==> src/hw/adc_ctrl_pkg.sv <==
// Purpose: Shared constants for the converter conversion control block
// Assumes: 8-bit special function register port, 10 MHz master clock
// Notes:   Result register offsets and the busy register are fixed here
package adc_ctrl_pkg;

  // Register offsets on the special function register port
  localparam logic [7:0] MODE_CHAN_ADDR   = 8'hd8;
  localparam logic [7:0] TIMING_ADDR      = 8'hef;
  localparam logic [7:0] CAL_CTRL_ADDR    = 8'hf5;
  localparam logic [7:0] RESULT_LOW_ADDR  = 8'hd9;
  localparam logic [7:0] RESULT_HIGH_ADDR = 8'hda;

  // Reset values
  localparam logic [7:0] MODE_CHAN_RESET  = 8'h00;
  localparam logic [7:0] TIMING_RESET     = 8'h00;

  // Timing and trigger register fields
  localparam int POWER_BIT   = 7;
  localparam int REF_BIT     = 6;
  localparam int DIV_HI_BIT  = 5;
  localparam int DIV_LO_BIT  = 4;
  localparam int ACQ_HI_BIT  = 3;
  localparam int ACQ_LO_BIT  = 2;
  localparam int TIMER_BIT   = 1;
  localparam int PIN_BIT     = 0;

  // Mode and channel register fields, and the busy register bit
  localparam int EOC_BIT     = 7;
  localparam int DMA_BIT     = 6;
  localparam int CONT_BIT    = 5;
  localparam int SINGLE_BIT  = 4;
  localparam int CHAN_HI_BIT = 3;
  localparam int BUSY_BIT    = 7;

  // Converter clock divide ratios by code
  localparam logic [4:0] DIV_RATIO_00 = 5'h10;
  localparam logic [4:0] DIV_RATIO_01 = 5'h02;
  localparam logic [4:0] DIV_RATIO_10 = 5'h04;
  localparam logic [4:0] DIV_RATIO_11 = 5'h08;

  // Conversion length in converter clocks, and channel codes
  localparam logic [4:0] CONV_CLKS     = 5'h11;
  localparam logic [3:0] DMA_STOP_CODE = 4'hf;
  localparam logic [3:0] CHAN_TEMP     = 4'h8;
  localparam logic [3:0] CHAN_DAC_A    = 4'h9;
  localparam logic [3:0] CHAN_DAC_B    = 4'ha;
  localparam logic [3:0] CHAN_ANALOG_GROUND     = 4'hb;
  localparam logic [3:0] CHAN_VREF     = 4'hc;

  // External start pulse minimum width, met by the two-stage synchroniser
  localparam int MCLK_PERIOD_NS  = 100;
  localparam int PIN_MIN_NS      = 100;
  localparam int PIN_MIN_CYCLES  =
    (PIN_MIN_NS + MCLK_PERIOD_NS - 1) / MCLK_PERIOD_NS;

  // DMA address width for the 16 MByte space
  localparam int DMA_ADDR_W = 24;

endpackage : adc_ctrl_pkg

==> src/hw/conv_clock_if.sv <==
// Purpose: Carries divider setting and converter clock between modules
// Assumes: Single master clock domain
// Notes:   Tick marks the last master cycle of each converter clock
`timescale 1ns/1ps
interface conv_clock_if;
  logic [1:0] div_code;
  logic       tick;
  logic       clk_level;

  modport source (input div_code, output tick, output clk_level);
  modport sink   (output div_code, input tick, input clk_level);
endinterface : conv_clock_if

==> src/hw/conv_clock_div.sv <==
// Purpose: Divides the master clock into the converter clock
// Assumes: Divider code may change at any time; new ratio applies to the period in progress
// Notes:   clk_level is high for half of each period, starting at the second master cycle of the period
`timescale 1ns/1ps
module conv_clock_div (
  // Clock and reset
  input  wire logic      clk_in,
  input  wire logic      rst_n_in,
  // Divider link
  conv_clock_if.source   div_if
);
  import adc_ctrl_pkg::*;

  logic [4:0] count;
  logic [4:0] ratio;

  always_comb begin
    unique case (div_if.div_code)
      2'b00: ratio = DIV_RATIO_00;
      2'b01: ratio = DIV_RATIO_01;
      2'b10: ratio = DIV_RATIO_10;
      2'b11: ratio = DIV_RATIO_11;
    endcase
  end

  always_ff @(posedge clk_in) begin
    if (!rst_n_in) begin
      count        <= 5'h00;
      div_if.tick  <= 1'b0;
    end else begin
      // Equality keeps the tick to one master cycle per period
      div_if.tick <= (count == ratio - 5'h02);
      if (count >= ratio - 5'h01) begin
        count <= 5'h00;
      end else begin
        count <= count + 5'h01;
      end
    end
  end

  always_ff @(posedge clk_in) begin
    if (!rst_n_in) begin
      div_if.clk_level <= 1'b0;
    end else begin
      div_if.clk_level <= (count < (ratio >> 1));
    end
  end

endmodule : conv_clock_div

==> src/hw/sar_adc_conversion_control.sv <==
// Purpose: Conversion control for an 8-channel 12-bit SAR converter
// Assumes: Special function register port on the master clock
// Notes:   DMA table lives in external memory, 2 bytes per entry
//
// Overview of operation
// [RQ1] Result is 12-bit straight binary, LSB FS/4096
// [RQ2] Result high/low registers, channel in top nibble
// [RQ3] Power bit 7 powers converter up or down
// [RQ4] Bit 6 selects external or internal reference
// [RQ5] Divide codes 00,01,10,11 give 16,2,4,8
// [RQ6] Conversion takes 17 converter clocks after track
// [RQ7] Software keeps converter clock at 4.5 MHz max
// [RQ8] Acquire codes give 1 to 4 converter clocks
// [RQ9] Bit 1 lets timer overflow start conversions
// [RQ10] Bit 0 lets low start pin start conversions
// [RQ11] Start pin pulses low longer than 100 ns
// [RQ12] Flag bit 7 set at single or DMA end
// [RQ13] Flag cleared on vector or by software
// [RQ14] DMA bit 6 starts capture, self-clears at end
// [RQ15] Address latch strobe stops until DMA starts
// [RQ16] Continuous bit 5 restarts after each conversion
// [RQ17] Single bit 4 starts one, clears when done; stays set if continuous bit 5 was set when that conversion started
// [RQ18] Channel bits sampled when conversion starts
// [RQ19] Channel codes: inputs, monitor, DACs, ground, reference
// [RQ20] DMA channel comes from external memory entry
// [RQ21] Temperature channel needs 1 us acquisition
// [RQ22] DMA fills up to 16 MByte unattended
// [RQ23] Busy bit read-only, set while converting
// [RQ24] Channel code 1111 ends DMA sequence
`timescale 1ns/1ps
module sar_adc_conversion_control #(
  parameter logic [23:0] DMA_BASE = 24'h000000
) (
  // Clock and reset
  input  wire logic                            clk_in,
  input  wire logic                            rst_n_in,
  // Special function register port
  input  wire logic [7:0]                      sfr_addr_in,
  input  wire logic                            sfr_wr_in,
  input  wire logic [7:0]                      sfr_wdata_in,
  output logic [7:0]                           sfr_rdata_out,
  // Trigger sources and interrupt vector acknowledge
  input  wire logic                            timer_overflow_in,
  input  wire logic                            conversion_start_pin_n_in,
  input  wire logic                            isr_vector_ack_in,
  // Converter core
  output logic                                 converter_power_on_out,
  output logic                                 outside_reference_select_out,
  output logic                                 conv_clk_out,
  output logic [3:0]                           channel_out,
  output logic                                 track_out,
  output logic                                 convert_out,
  input  wire logic [11:0]                     sar_result_in,
  // External data memory for DMA
  output logic [adc_ctrl_pkg::DMA_ADDR_W-1:0]  dma_addr_out,
  output logic                                 dma_rd_req_out,
  input  wire logic                            dma_rd_ack_in,
  input  wire logic [7:0]                      dma_rdata_in,
  output logic                                 dma_wr_req_out,
  output logic [7:0]                           dma_wdata_out,
  input  wire logic                            dma_wr_ack_in,
  // Address latch strobe gate
  output logic                                 ale_enable_out
);
  import adc_ctrl_pkg::*;

  typedef enum logic [2:0] {
    ST_IDLE, ST_ACQ, ST_CONV, ST_FETCH, ST_WR_HI, ST_WR_LO
  } state_t;

  state_t      state;
  logic [7:0]  timing_reg;
  logic        end_of_conversion_flag;
  logic        dma_run;
  logic        continuous_run;
  logic        one_shot_run;
  logic [3:0]  channel_sel;
  logic [11:0] result;
  logic [3:0]  result_chan;
  logic [3:0]  cur_chan;
  logic [4:0]  tick_count;
  logic        in_dma;
  logic        pin_sync_a;
  logic        pin_sync_b;
  logic        pin_prev;
  logic        trig_pending;
  logic        single_active;
  logic        wr_mode;
  logic        wr_timing;
  logic        powered;
  logic        conv_last;
  logic        acq_last;
  logic [4:0]  acq_clks;
  logic        start_normal;
  logic        start_dma;
  logic        set_eoc;
  logic        dma_done;

  conv_clock_if div_link ();

  conv_clock_div u_div (
    .clk_in   (clk_in),
    .rst_n_in (rst_n_in),
    .div_if   (div_link.source)
  );

  assign div_link.div_code = timing_reg[DIV_HI_BIT:DIV_LO_BIT]; // [RQ5]

  assign wr_mode   = sfr_wr_in && (sfr_addr_in == MODE_CHAN_ADDR);
  assign wr_timing = sfr_wr_in && (sfr_addr_in == TIMING_ADDR);
  assign powered   = timing_reg[POWER_BIT];
  assign acq_clks  = {3'b000, timing_reg[ACQ_HI_BIT:ACQ_LO_BIT]} + 5'h01;
  // First tick only aligns, so track never ends before a full clock
  assign acq_last  = div_link.tick && (tick_count == acq_clks);
  assign conv_last = div_link.tick && (tick_count == CONV_CLKS - 5'h01);

  // Timing and trigger register
  always_ff @(posedge clk_in) begin
    if (!rst_n_in) begin
      timing_reg <= TIMING_RESET;
    end else if (wr_timing) begin
      timing_reg <= sfr_wdata_in;
    end
  end

  // Converter static controls
  always_ff @(posedge clk_in) begin
    if (!rst_n_in) begin
      converter_power_on_out       <= 1'b0;
      outside_reference_select_out <= 1'b0;
      conv_clk_out                 <= 1'b0;
    end else begin
      converter_power_on_out       <= powered; // [RQ3]
      outside_reference_select_out <= timing_reg[REF_BIT]; // [RQ4]
      conv_clk_out                 <= div_link.clk_level && powered;
    end
  end

  // Start pin synchroniser; pulses over 100 ns always reach the second stage
  always_ff @(posedge clk_in) begin
    if (!rst_n_in) begin
      pin_sync_a <= 1'b1;
      pin_sync_b <= 1'b1;
      pin_prev   <= 1'b1;
    end else begin
      pin_sync_a <= conversion_start_pin_n_in;
      pin_sync_b <= pin_sync_a; // [RQ11]
      pin_prev   <= pin_sync_b;
    end
  end

  // Hardware triggers wait here until the converter is idle
  always_ff @(posedge clk_in) begin
    if (!rst_n_in) begin
      trig_pending <= 1'b0;
    end else if ((timer_overflow_in && timing_reg[TIMER_BIT]) // [RQ9]
                 || (pin_prev && !pin_sync_b
                     && timing_reg[PIN_BIT])) begin // [RQ10]
      trig_pending <= 1'b1;
    end else if (start_normal) begin
      trig_pending <= 1'b0;
    end
  end

  assign start_normal = (state == ST_IDLE) && powered && !dma_run
                        && (one_shot_run || continuous_run // [RQ16]
                            || trig_pending);
  assign start_dma    = (state == ST_IDLE) && powered && dma_run;
  assign dma_done     = (state == ST_FETCH) && dma_rd_ack_in
                        && (dma_rdata_in[7:4] == DMA_STOP_CODE); // [RQ24]
  assign set_eoc      = (conv_last && (state == ST_CONV) && !in_dma)
                        || dma_done; // [RQ12]

  // Mode and channel register; a hardware set wins over a clear
  always_ff @(posedge clk_in) begin
    if (!rst_n_in) begin
      end_of_conversion_flag <= MODE_CHAN_RESET[EOC_BIT];
      dma_run                <= MODE_CHAN_RESET[DMA_BIT];
      continuous_run         <= MODE_CHAN_RESET[CONT_BIT];
      channel_sel            <= MODE_CHAN_RESET[CHAN_HI_BIT:0];
    end else begin
      if (set_eoc) begin
        end_of_conversion_flag <= 1'b1;
      end else if (isr_vector_ack_in) begin
        end_of_conversion_flag <= 1'b0; // [RQ13]
      end else if (wr_mode) begin
        end_of_conversion_flag <= sfr_wdata_in[EOC_BIT]; // [RQ13]
      end
      if (wr_mode) begin
        dma_run        <= sfr_wdata_in[DMA_BIT]; // [RQ14]
        continuous_run <= sfr_wdata_in[CONT_BIT];
        channel_sel    <= sfr_wdata_in[CHAN_HI_BIT:0];
      end else if (dma_done) begin
        dma_run <= 1'b0; // [RQ14]
      end
    end
  end

  // Single conversion bit; a fresh software write beats the completion
  always_ff @(posedge clk_in) begin
    if (!rst_n_in) begin
      one_shot_run  <= MODE_CHAN_RESET[SINGLE_BIT];
      single_active <= 1'b0;
    end else begin
      if (wr_mode) begin
        one_shot_run <= sfr_wdata_in[SINGLE_BIT];
      end else if (single_active && conv_last && state == ST_CONV) begin
        one_shot_run <= 1'b0; // [RQ17]
      end
      if (start_normal) begin
        single_active <= one_shot_run && !continuous_run;
      end else if (conv_last && state == ST_CONV) begin
        single_active <= 1'b0;
      end
    end
  end

  // Conversion sequencer
  always_ff @(posedge clk_in) begin
    if (!rst_n_in) begin
      state      <= ST_IDLE;
      tick_count <= 5'h00;
      cur_chan   <= 4'h0;
      in_dma     <= 1'b0;
    end else begin
      unique case (state)
        ST_IDLE: begin
          tick_count <= 5'h00;
          if (start_dma) begin
            state  <= ST_FETCH;
            in_dma <= 1'b1;
          end else if (start_normal) begin
            state    <= ST_ACQ;
            cur_chan <= channel_sel; // [RQ18]
            in_dma   <= 1'b0;
          end
        end
        ST_ACQ: begin
          if (acq_last) begin
            state      <= ST_CONV; // [RQ8]
            tick_count <= 5'h00;
          end else if (div_link.tick) begin
            tick_count <= tick_count + 5'h01;
          end
        end
        ST_CONV: begin
          if (conv_last) begin
            tick_count <= 5'h00; // [RQ6]
            state      <= in_dma ? ST_WR_HI : ST_IDLE;
          end else if (div_link.tick) begin
            tick_count <= tick_count + 5'h01;
          end
        end
        ST_FETCH: begin
          if (dma_done) begin
            state  <= ST_IDLE;
            in_dma <= 1'b0;
          end else if (dma_rd_ack_in) begin
            state    <= ST_ACQ;
            cur_chan <= dma_rdata_in[7:4]; // [RQ20]
          end
        end
        ST_WR_HI: begin
          if (dma_wr_ack_in) begin
            state <= ST_WR_LO;
          end
        end
        ST_WR_LO: begin
          if (dma_wr_ack_in) begin
            state <= ST_FETCH; // [RQ22]
          end
        end
      endcase
    end
  end

  // Result capture with channel tag
  always_ff @(posedge clk_in) begin
    if (!rst_n_in) begin
      result      <= 12'h000;
      result_chan <= 4'h0;
    end else if (state == ST_CONV && conv_last) begin
      result      <= sar_result_in; // [RQ1]
      result_chan <= cur_chan; // [RQ2]
    end
  end

  // DMA memory walk across the 24-bit space
  always_ff @(posedge clk_in) begin
    if (!rst_n_in) begin
      dma_addr_out   <= DMA_BASE;
      dma_rd_req_out <= 1'b0;
      dma_wr_req_out <= 1'b0;
      dma_wdata_out  <= 8'h00;
    end else begin
      dma_rd_req_out <= (state == ST_FETCH) && !dma_rd_ack_in
                        && !dma_rd_req_out;
      dma_wr_req_out <= 1'b0;
      if (state == ST_IDLE && start_dma) begin
        dma_addr_out <= DMA_BASE;
      end else if (state == ST_CONV && conv_last && in_dma) begin
        dma_wr_req_out <= 1'b1;
        dma_wdata_out  <= {cur_chan, sar_result_in[11:8]};
      end else if (state == ST_WR_HI && dma_wr_ack_in) begin
        dma_addr_out   <= dma_addr_out + 24'h000001;
        dma_wr_req_out <= 1'b1;
        dma_wdata_out  <= result[7:0];
      end else if (state == ST_WR_LO && dma_wr_ack_in) begin
        dma_addr_out <= dma_addr_out + 24'h000001; // [RQ22]
      end
    end
  end

  // Analog front end controls
  always_ff @(posedge clk_in) begin
    if (!rst_n_in) begin
      channel_out <= 4'h0;
      track_out   <= 1'b0;
      convert_out <= 1'b0;
    end else begin
      // Codes 8..c route internal sources; a 1111 DMA stop entry never reaches the mux
      channel_out <= cur_chan; // [RQ19]
      track_out   <= (state == ST_ACQ) && !acq_last;
      convert_out <= (state == ST_CONV && !conv_last)
                     || (state == ST_ACQ && acq_last);
    end
  end

  // Strobe halts from DMA request until the sequence actually runs
  always_ff @(posedge clk_in) begin
    if (!rst_n_in) begin
      ale_enable_out <= 1'b1;
    end else begin
      ale_enable_out <= !(dma_run && !in_dma); // [RQ15]
    end
  end

  // Register read; unmapped offsets read zero
  always_ff @(posedge clk_in) begin
    if (!rst_n_in) begin
      sfr_rdata_out <= 8'h00;
    end else begin
      unique case (sfr_addr_in)
        MODE_CHAN_ADDR:
          sfr_rdata_out <= {end_of_conversion_flag, dma_run,
                            continuous_run, one_shot_run, channel_sel};
        TIMING_ADDR:      sfr_rdata_out <= timing_reg;
        RESULT_HIGH_ADDR: sfr_rdata_out <= {result_chan, result[11:8]};
        RESULT_LOW_ADDR:  sfr_rdata_out <= result[7:0];
        CAL_CTRL_ADDR:    sfr_rdata_out <= {state != ST_IDLE,
                                            7'h00}; // [RQ23]
        default:          sfr_rdata_out <= 8'h00;
      endcase
    end
  end

endmodule : sar_adc_conversion_control

==> config.mk <==
export PLATFORM = sky130hd
export DESIGN_NAME = sar_adc_conversion_control
export DESIGN_NICKNAME = d
export VERILOG_FILES = /design/src/hw/adc_ctrl_pkg.sv /design/src/hw/conv_clock_if.sv /design/src/hw/conv_clock_div.sv /design/src/hw/sar_adc_conversion_control.sv
export SDC_FILE = /design/constraint.sdc
export NUM_CORES = 1
export LEC_CHECK = 0
export BUFFER_PORTS_ARGS = -buffer_cell sky130_fd_sc_hd__clkbuf_2
export CORE_MARGIN = 4
export CORE_UTILIZATION = 60
export DETAILED_ROUTE_END_ITERATION = 8
export GPL_ROUTABILITY_DRIVEN = 0
export PLACE_DENSITY_LB_ADDON = 0.25
export SETUP_SLACK_MARGIN = 0.2
export SKIP_CTS_REPAIR_TIMING = 1
export SYNTH_ARGS = -nofsm -noshare
export SYNTH_HDL_FRONTEND = slang
export SYNTH_SLANG_ARGS = --single-unit
==> constraint.sdc <==
create_clock -name clk_in -period 3.5 [get_ports clk_in]
set_input_delay 0.35 -clock clk_in [delete_from_list [all_inputs] [get_ports clk_in]]
set_output_delay 0.35 -clock clk_in [all_outputs]
set_load 0.005 [all_outputs]
# == After elaboration in Yosys (flattened, before gate mapping) ==
# Cells that the tools add are included.
# classes
muxes,40
n_reduce_logical,62
eq_ne,28
n_lt_le_gt_ge,2
addsub,6
bitwise_logic,3
# op_table
op,count
two-way mux 24 bit,2
"== test 8 bit, second input constant",5
case mux 8 bit (5 select lines),1
logical AND 1 bit,29
two-way mux 3 bit,9
"adder 24 x 1 -> 24 bit, second input constant",1
case mux 5 bit (4 select lines),1
"!= test 2 bit, second input constant",9
case mux 3 bit (6 select lines),1
two-way mux 4 bit,4
two-way mux 8 bit,2
two-way mux 5 bit,3
case mux 5 bit (3 select lines),1
two-way mux 1 bit,14
nonzero test 2 bit,7
"adder 5 x 1 -> 5 bit, second input constant",2
zero test 1 bit,9
nonzero test 3 bit,3
case mux 4 bit (2 select lines),1
"== test 3 x 2 -> 1 bit, second input constant",2
"== test 3 bit, second input constant",2
"!= test 3 bit, second input constant",2
AND reduction 6 bit,1
== test 5 x 3 -> 1 bit,1
20 further kinds,29
# word_totals
in_bits,44
word_cells,173
register_bits,109

# == Depth between registers and ports, before layout ==
# depth
word_depth,7
depth_mapped,8
mapped_depth_nobuf,7

# == By module ==
# Synthesis repeated with hierarchy kept, for this count alone.
# unflattened
cells_unflattened,581
area_unflattened_um2,5092.4
# by_module_without_submodules
module,seq_area_each_um2,area_each_um2,n_inst,cells_each
sar_adc_conversion_control,2042.0,4624.4,1,534
conv_clock_div,140.1,467.9,1,47

# == Least setup slack after synthesis ==
# Ideal clock, no wire load.
# synth_path
kind,register to register
from,register timing_reg[5]
to,register u_div.count[2]
path_buffers,0
path_slack_ns,1.750
arrival_ns,1.686
t_required_ns,3.436
stages_incl_launch_ff,8
cell_sequence,dfxtp_1 > inv_1 > ha_1 > ha_1 > a21o_1 > a21o_1 > a211o_1 > nor2_1
# synth_between
elab_chain_len,5
word_cells_on_any_way,8
cone_classes,add/sub: 1; order compare: 1; eq/ne: 3; mux: 1; reduce/logical: 2
# synth_lines
item,line_no,rtl
from (decl),sar_adc_conversion_control.sv:72,logic [7:0] timing_reg;
from (signal assigned),sar_adc_conversion_control.sv:122,timing_reg <= sfr_wdata_in;
== test 2 bit (tied with other cells),conv_clock_div.sv:18,unique case (div_if.div_code)
case mux 5 bit (4 select lines) *,conv_clock_div.sv:18,
subtractor 5 x 1 -> 5 bit *,conv_clock_div.sv:33,if (count >= ratio - 5'h01) begin
>= comparator 5 bit *,conv_clock_div.sv:33,
OR reduction 2 bit (no source line) *,n/a,
to (signal assigned),conv_clock_div.sv:36,count <= count + 5'h01;
to (decl),conv_clock_div.sv:14,logic [4:0] count;
# Every way passes the cells marked *; elsewhere a longest branch is shown, timed or not. The select of a mux whose other input is x is not followed.
# A chain may end at the register's enable or synchronous reset.

# == Worst setup path after layout ==
# layout_path
from,register state[2]
to,register dma_addr_out[12] (netlist bit)
# layout_between
elab_chain_len,5
word_cells_on_any_way,16
cone_classes,eq/ne: 3; mux: 1; bitwise: 1; reduce/logical: 11
# layout_lines
item,line_no,rtl
from (decl),sar_adc_conversion_control.sv:71,state_t state;
from (signal assigned),sar_adc_conversion_control.sv:249,state <= in_dma ? ST_WR_HI : ST_IDLE;
== test 3 x 2 -> 1 bit / zero test 3 bit (equally long branches),"sar_adc_conversion_control.sv:301, sar_adc_conversion_control.sv:168, sar_adc_conversion_control.sv:299",
"logical AND 1 bit, on equally long branches (2 in series)","sar_adc_conversion_control.sv:301, sar_adc_conversion_control.sv:168",
inverter 1 bit (no source line) / logical AND 1 bit (equally long branches),n/a,
AND reduction 2 bit (no source line) / OR reduction 2 bit (equally long branches),n/a,
to (signal assigned),sar_adc_conversion_control.sv:305,dma_addr_out <= dma_addr_out + 24'h000001;
to (signal assigned),sar_adc_conversion_control.sv:309,dma_addr_out <= dma_addr_out + 24'h000001;
to (decl),sar_adc_conversion_control.sv:55,"output logic [adc_ctrl_pkg::DMA_ADDR_W-1:0] dma_addr_out,"
# Parallel ways exist; a longest one is shown, timed or not.

==> metrics.cfg <==
[run_status]
status = finished clean

[global_routing]
grt_pass1_vias = 4235
grt_pass1_wl_mm = 20.0
grt_max_degree = 57
antenna_found_initial = 0
grt_usage = 0.239
grt-ovfl-total = 0

[route]
dr_total_vias = 4453
drtPass1Iterations = 5
drt-wirelength-per-cell_microns = 15.8
routed_wl_mm = 12.0
drt_iter0_markers = 311
viasPerCell = 5.87
final_antenna_net_count = 0
drc = 0

[sta]
fin_tns_setup_ps = 0
rsz0062_at_grt = no
fin_crit_sh = 0.646
skew_ps = 17.1
worst_pin_slew_ps = 942
maxSlewViolCount = 0
setup_viol = 0
fmax_mhz = 442
finalHoldViolations = 0
min_period_ps = 2260
maxSlewHeadroom = 0.372

[placed_design]
port_buffers = 91
dp_cells = 743
hpwl_mm = 8.96

[synthesis]
synth-async-reset-ratio = 0
synth-seq-area-share = 0.418
syn-cell-area_sq_mm = 0.00522
synthAdderAreaFrac = 0.0383
synth_mux_area_frac = 0.0501
yosys_most_used_dff = dfxtp_1
synthXorXnorAreaFrac = 0.0302
avgSynthCellArea_sq_um = 9.13
syn_nets = 632
syn-instance-count = 572
yosysUniqueCellTypes = 66
yosysWarnings = 0
synth_top_family_by_area = simple AND/OR/NAND/NOR gates
synth_edf_count = 0
synth_compound_area_frac = 0.161
yosys.area_share.simple = 0.259
synth-seq-cells = 109

[worst_setup_path]
worstSetupEndpointType = flop
critical-path-slowest-cell = dfxtp_1
path_class = flop to flop
r2r_slack_ps = 1240
cpPeakStageDelay_ps = 670
startpoint_type = flop
cp.arrival_ps = 2580
path_cells = and4b_1 -> nand4_1 -> or3_1 -> a21oi_1
required_ps = 3820
worstPathMaxFanout = 18

[final_layout]
nNetsFinal = 709
areaGrowthSynthToFinish_pct = 12.7
multi_input_area_sq_mm = 0.00282
drive_above_1_share = 0.208
largest_register_ff_count = 24
instances_no_fill = 759
top_regs = dma_addr_out: 24 flops, result: 12 flops
antennaDiodeCount = 0
largest_register = dma_addr_out
nFillCells = 663
register_area_sq_mm = 0.00218
post-route-util = 0.706

[cts]
insertion_delay_ps = 380
clockBufferDepth = 2
cts_tree = yes
root_buffer = clkbuf_8
cts_made_buffers = 9
cts.clk_slew.worst_paths_ps = 120
cts.sinks = 109
htreeDepth = 3

[floorplan]
core_sq_mm = 0.00834
die_w_microns = 101
dieArea_sq_mm = 0.0103
ios = 96
start_util = 0.626
fp.dieH_microns = 101
rows = 33

[power]
power-per-cell-area_mw_per_mm2 = 357
power_mw = 2.10
ir_drop_v = 0.000233
leakage_nw = 2.32

[min_path]
hold_path.class = primary input to flop

[run]
max_cap_viol_count = 0

-- stage by stage --
| stage | setup slack, ps | hold slack [ps] | area [sq um] |
|---|---|---|---|
| after detailed placement | 1260 | 413 | 5690 |
| after floorplan | 1750 | 386 | 5220 |
| after global placement | 1360 | 396 | 5690 |
| final | 1240 | 151 | 5890 |
| after global routing | 1060 | 135 | 5890 |
| after CTS | 1250 | 141 | 5890 |
-- cells by family (layout without fill, tap and decap cells) --
group           Yosys count  after routing
simple gates            231            231
compound gates          122            122
flops                   109            109
buf+inv                  51            133
mux                      25             25
xor+xnor                 18             18
fa+ha+maj                16             16
-- synth_stat cells, types with 11 or more instances --
| master | n | area (sq um) |
|---|---|---|
| a21boi_0 | 14 | 105 |
| a21oi_1 | 25 | 125 |
| a22o_1 | 11 | 96.3 |
| and2_1 | 12 | 75.1 |
| buf_2 | 13 | 65.1 |
| dfxtp_1 | 109 | 2180 |
| ha_1 | 16 | 200 |
| inv_1 | 23 | 86.3 |
| mux2i_1 | 16 | 160 |
| nand2_1 | 72 | 270 |
| nand3_1 | 14 | 70.1 |
| nor2_1 | 22 | 82.6 |
| nor2b_1 | 19 | 119 |
| o21ai_0 | 11 | 55.1 |
| xor2_1 | 11 | 96.3 |
-- layout by cell type, fill, tap and decap left out, drive strengths merged, types with 19 or more instances in the layout --
cell type	n
clkbuf	100
nor2	22
nor2b	19
dfxtp	109
o21ai	20
a21oi	27
nand2	73
a21boi	24
inv	28
-- worst max-delay path: cells and delay by family (launching register included) --
| family | cells | cell delay (ps) |
|---|---|---|
| compound gates | 1 | 160 |
| flops | 1 | 670 |
| simple gates | 3 | 1390 |
-- worst paths after layout --
check                                          startpoint                             to  depth (start not counted)
worst min-delay path            conversion_start_pin_n_in          pin_sync_a$_SDFF_PN1_                          2
worst min register to register  dma_rd_req_out$_SDFF_PN0_      dma_rd_req_out$_SDFF_PN0_                          1
worst max-delay path                state[2]$_SDFFE_PN0P_  dma_addr_out[12]$_SDFFE_PP0P_                          4
worst max register to register      state[2]$_SDFFE_PN0P_  dma_addr_out[12]$_SDFFE_PP0P_                          4
-- where the power goes --
part | switching (mW) | total, mW | leakage (nW) | internal (mW)
sequential | 0.00489 | 1.25 | 0.879 | 1.25
combinational | 0.0522 | 0.0927 | 1.34 | 0.0405
clock | 0.477 | 0.760 | 0.0974 | 0.283
total | 0.534 | 2.10 | 2.32 | 1.57
-- final cells by class --
type,instances,share of cell area
Multi-Input combinational cell,412,0.478
Sequential cell,109,0.371
Timing Repair Buffer,94,0.0812
Tap cell,105,0.0223
Clock buffer,9,0.0210
Inverter,23,0.0147
Clock inverter,7,0.0123
-- routing by layer --
layer	routed length, microns	track usage	up-vias
met1	5280	0.322	2072
met4	184	0.0777	0
li1	-	-	2196
met3	827	0.0441	15
met5	0	0	-
met2	5700	0.389	170
Power figures use the tool's default switching activity.
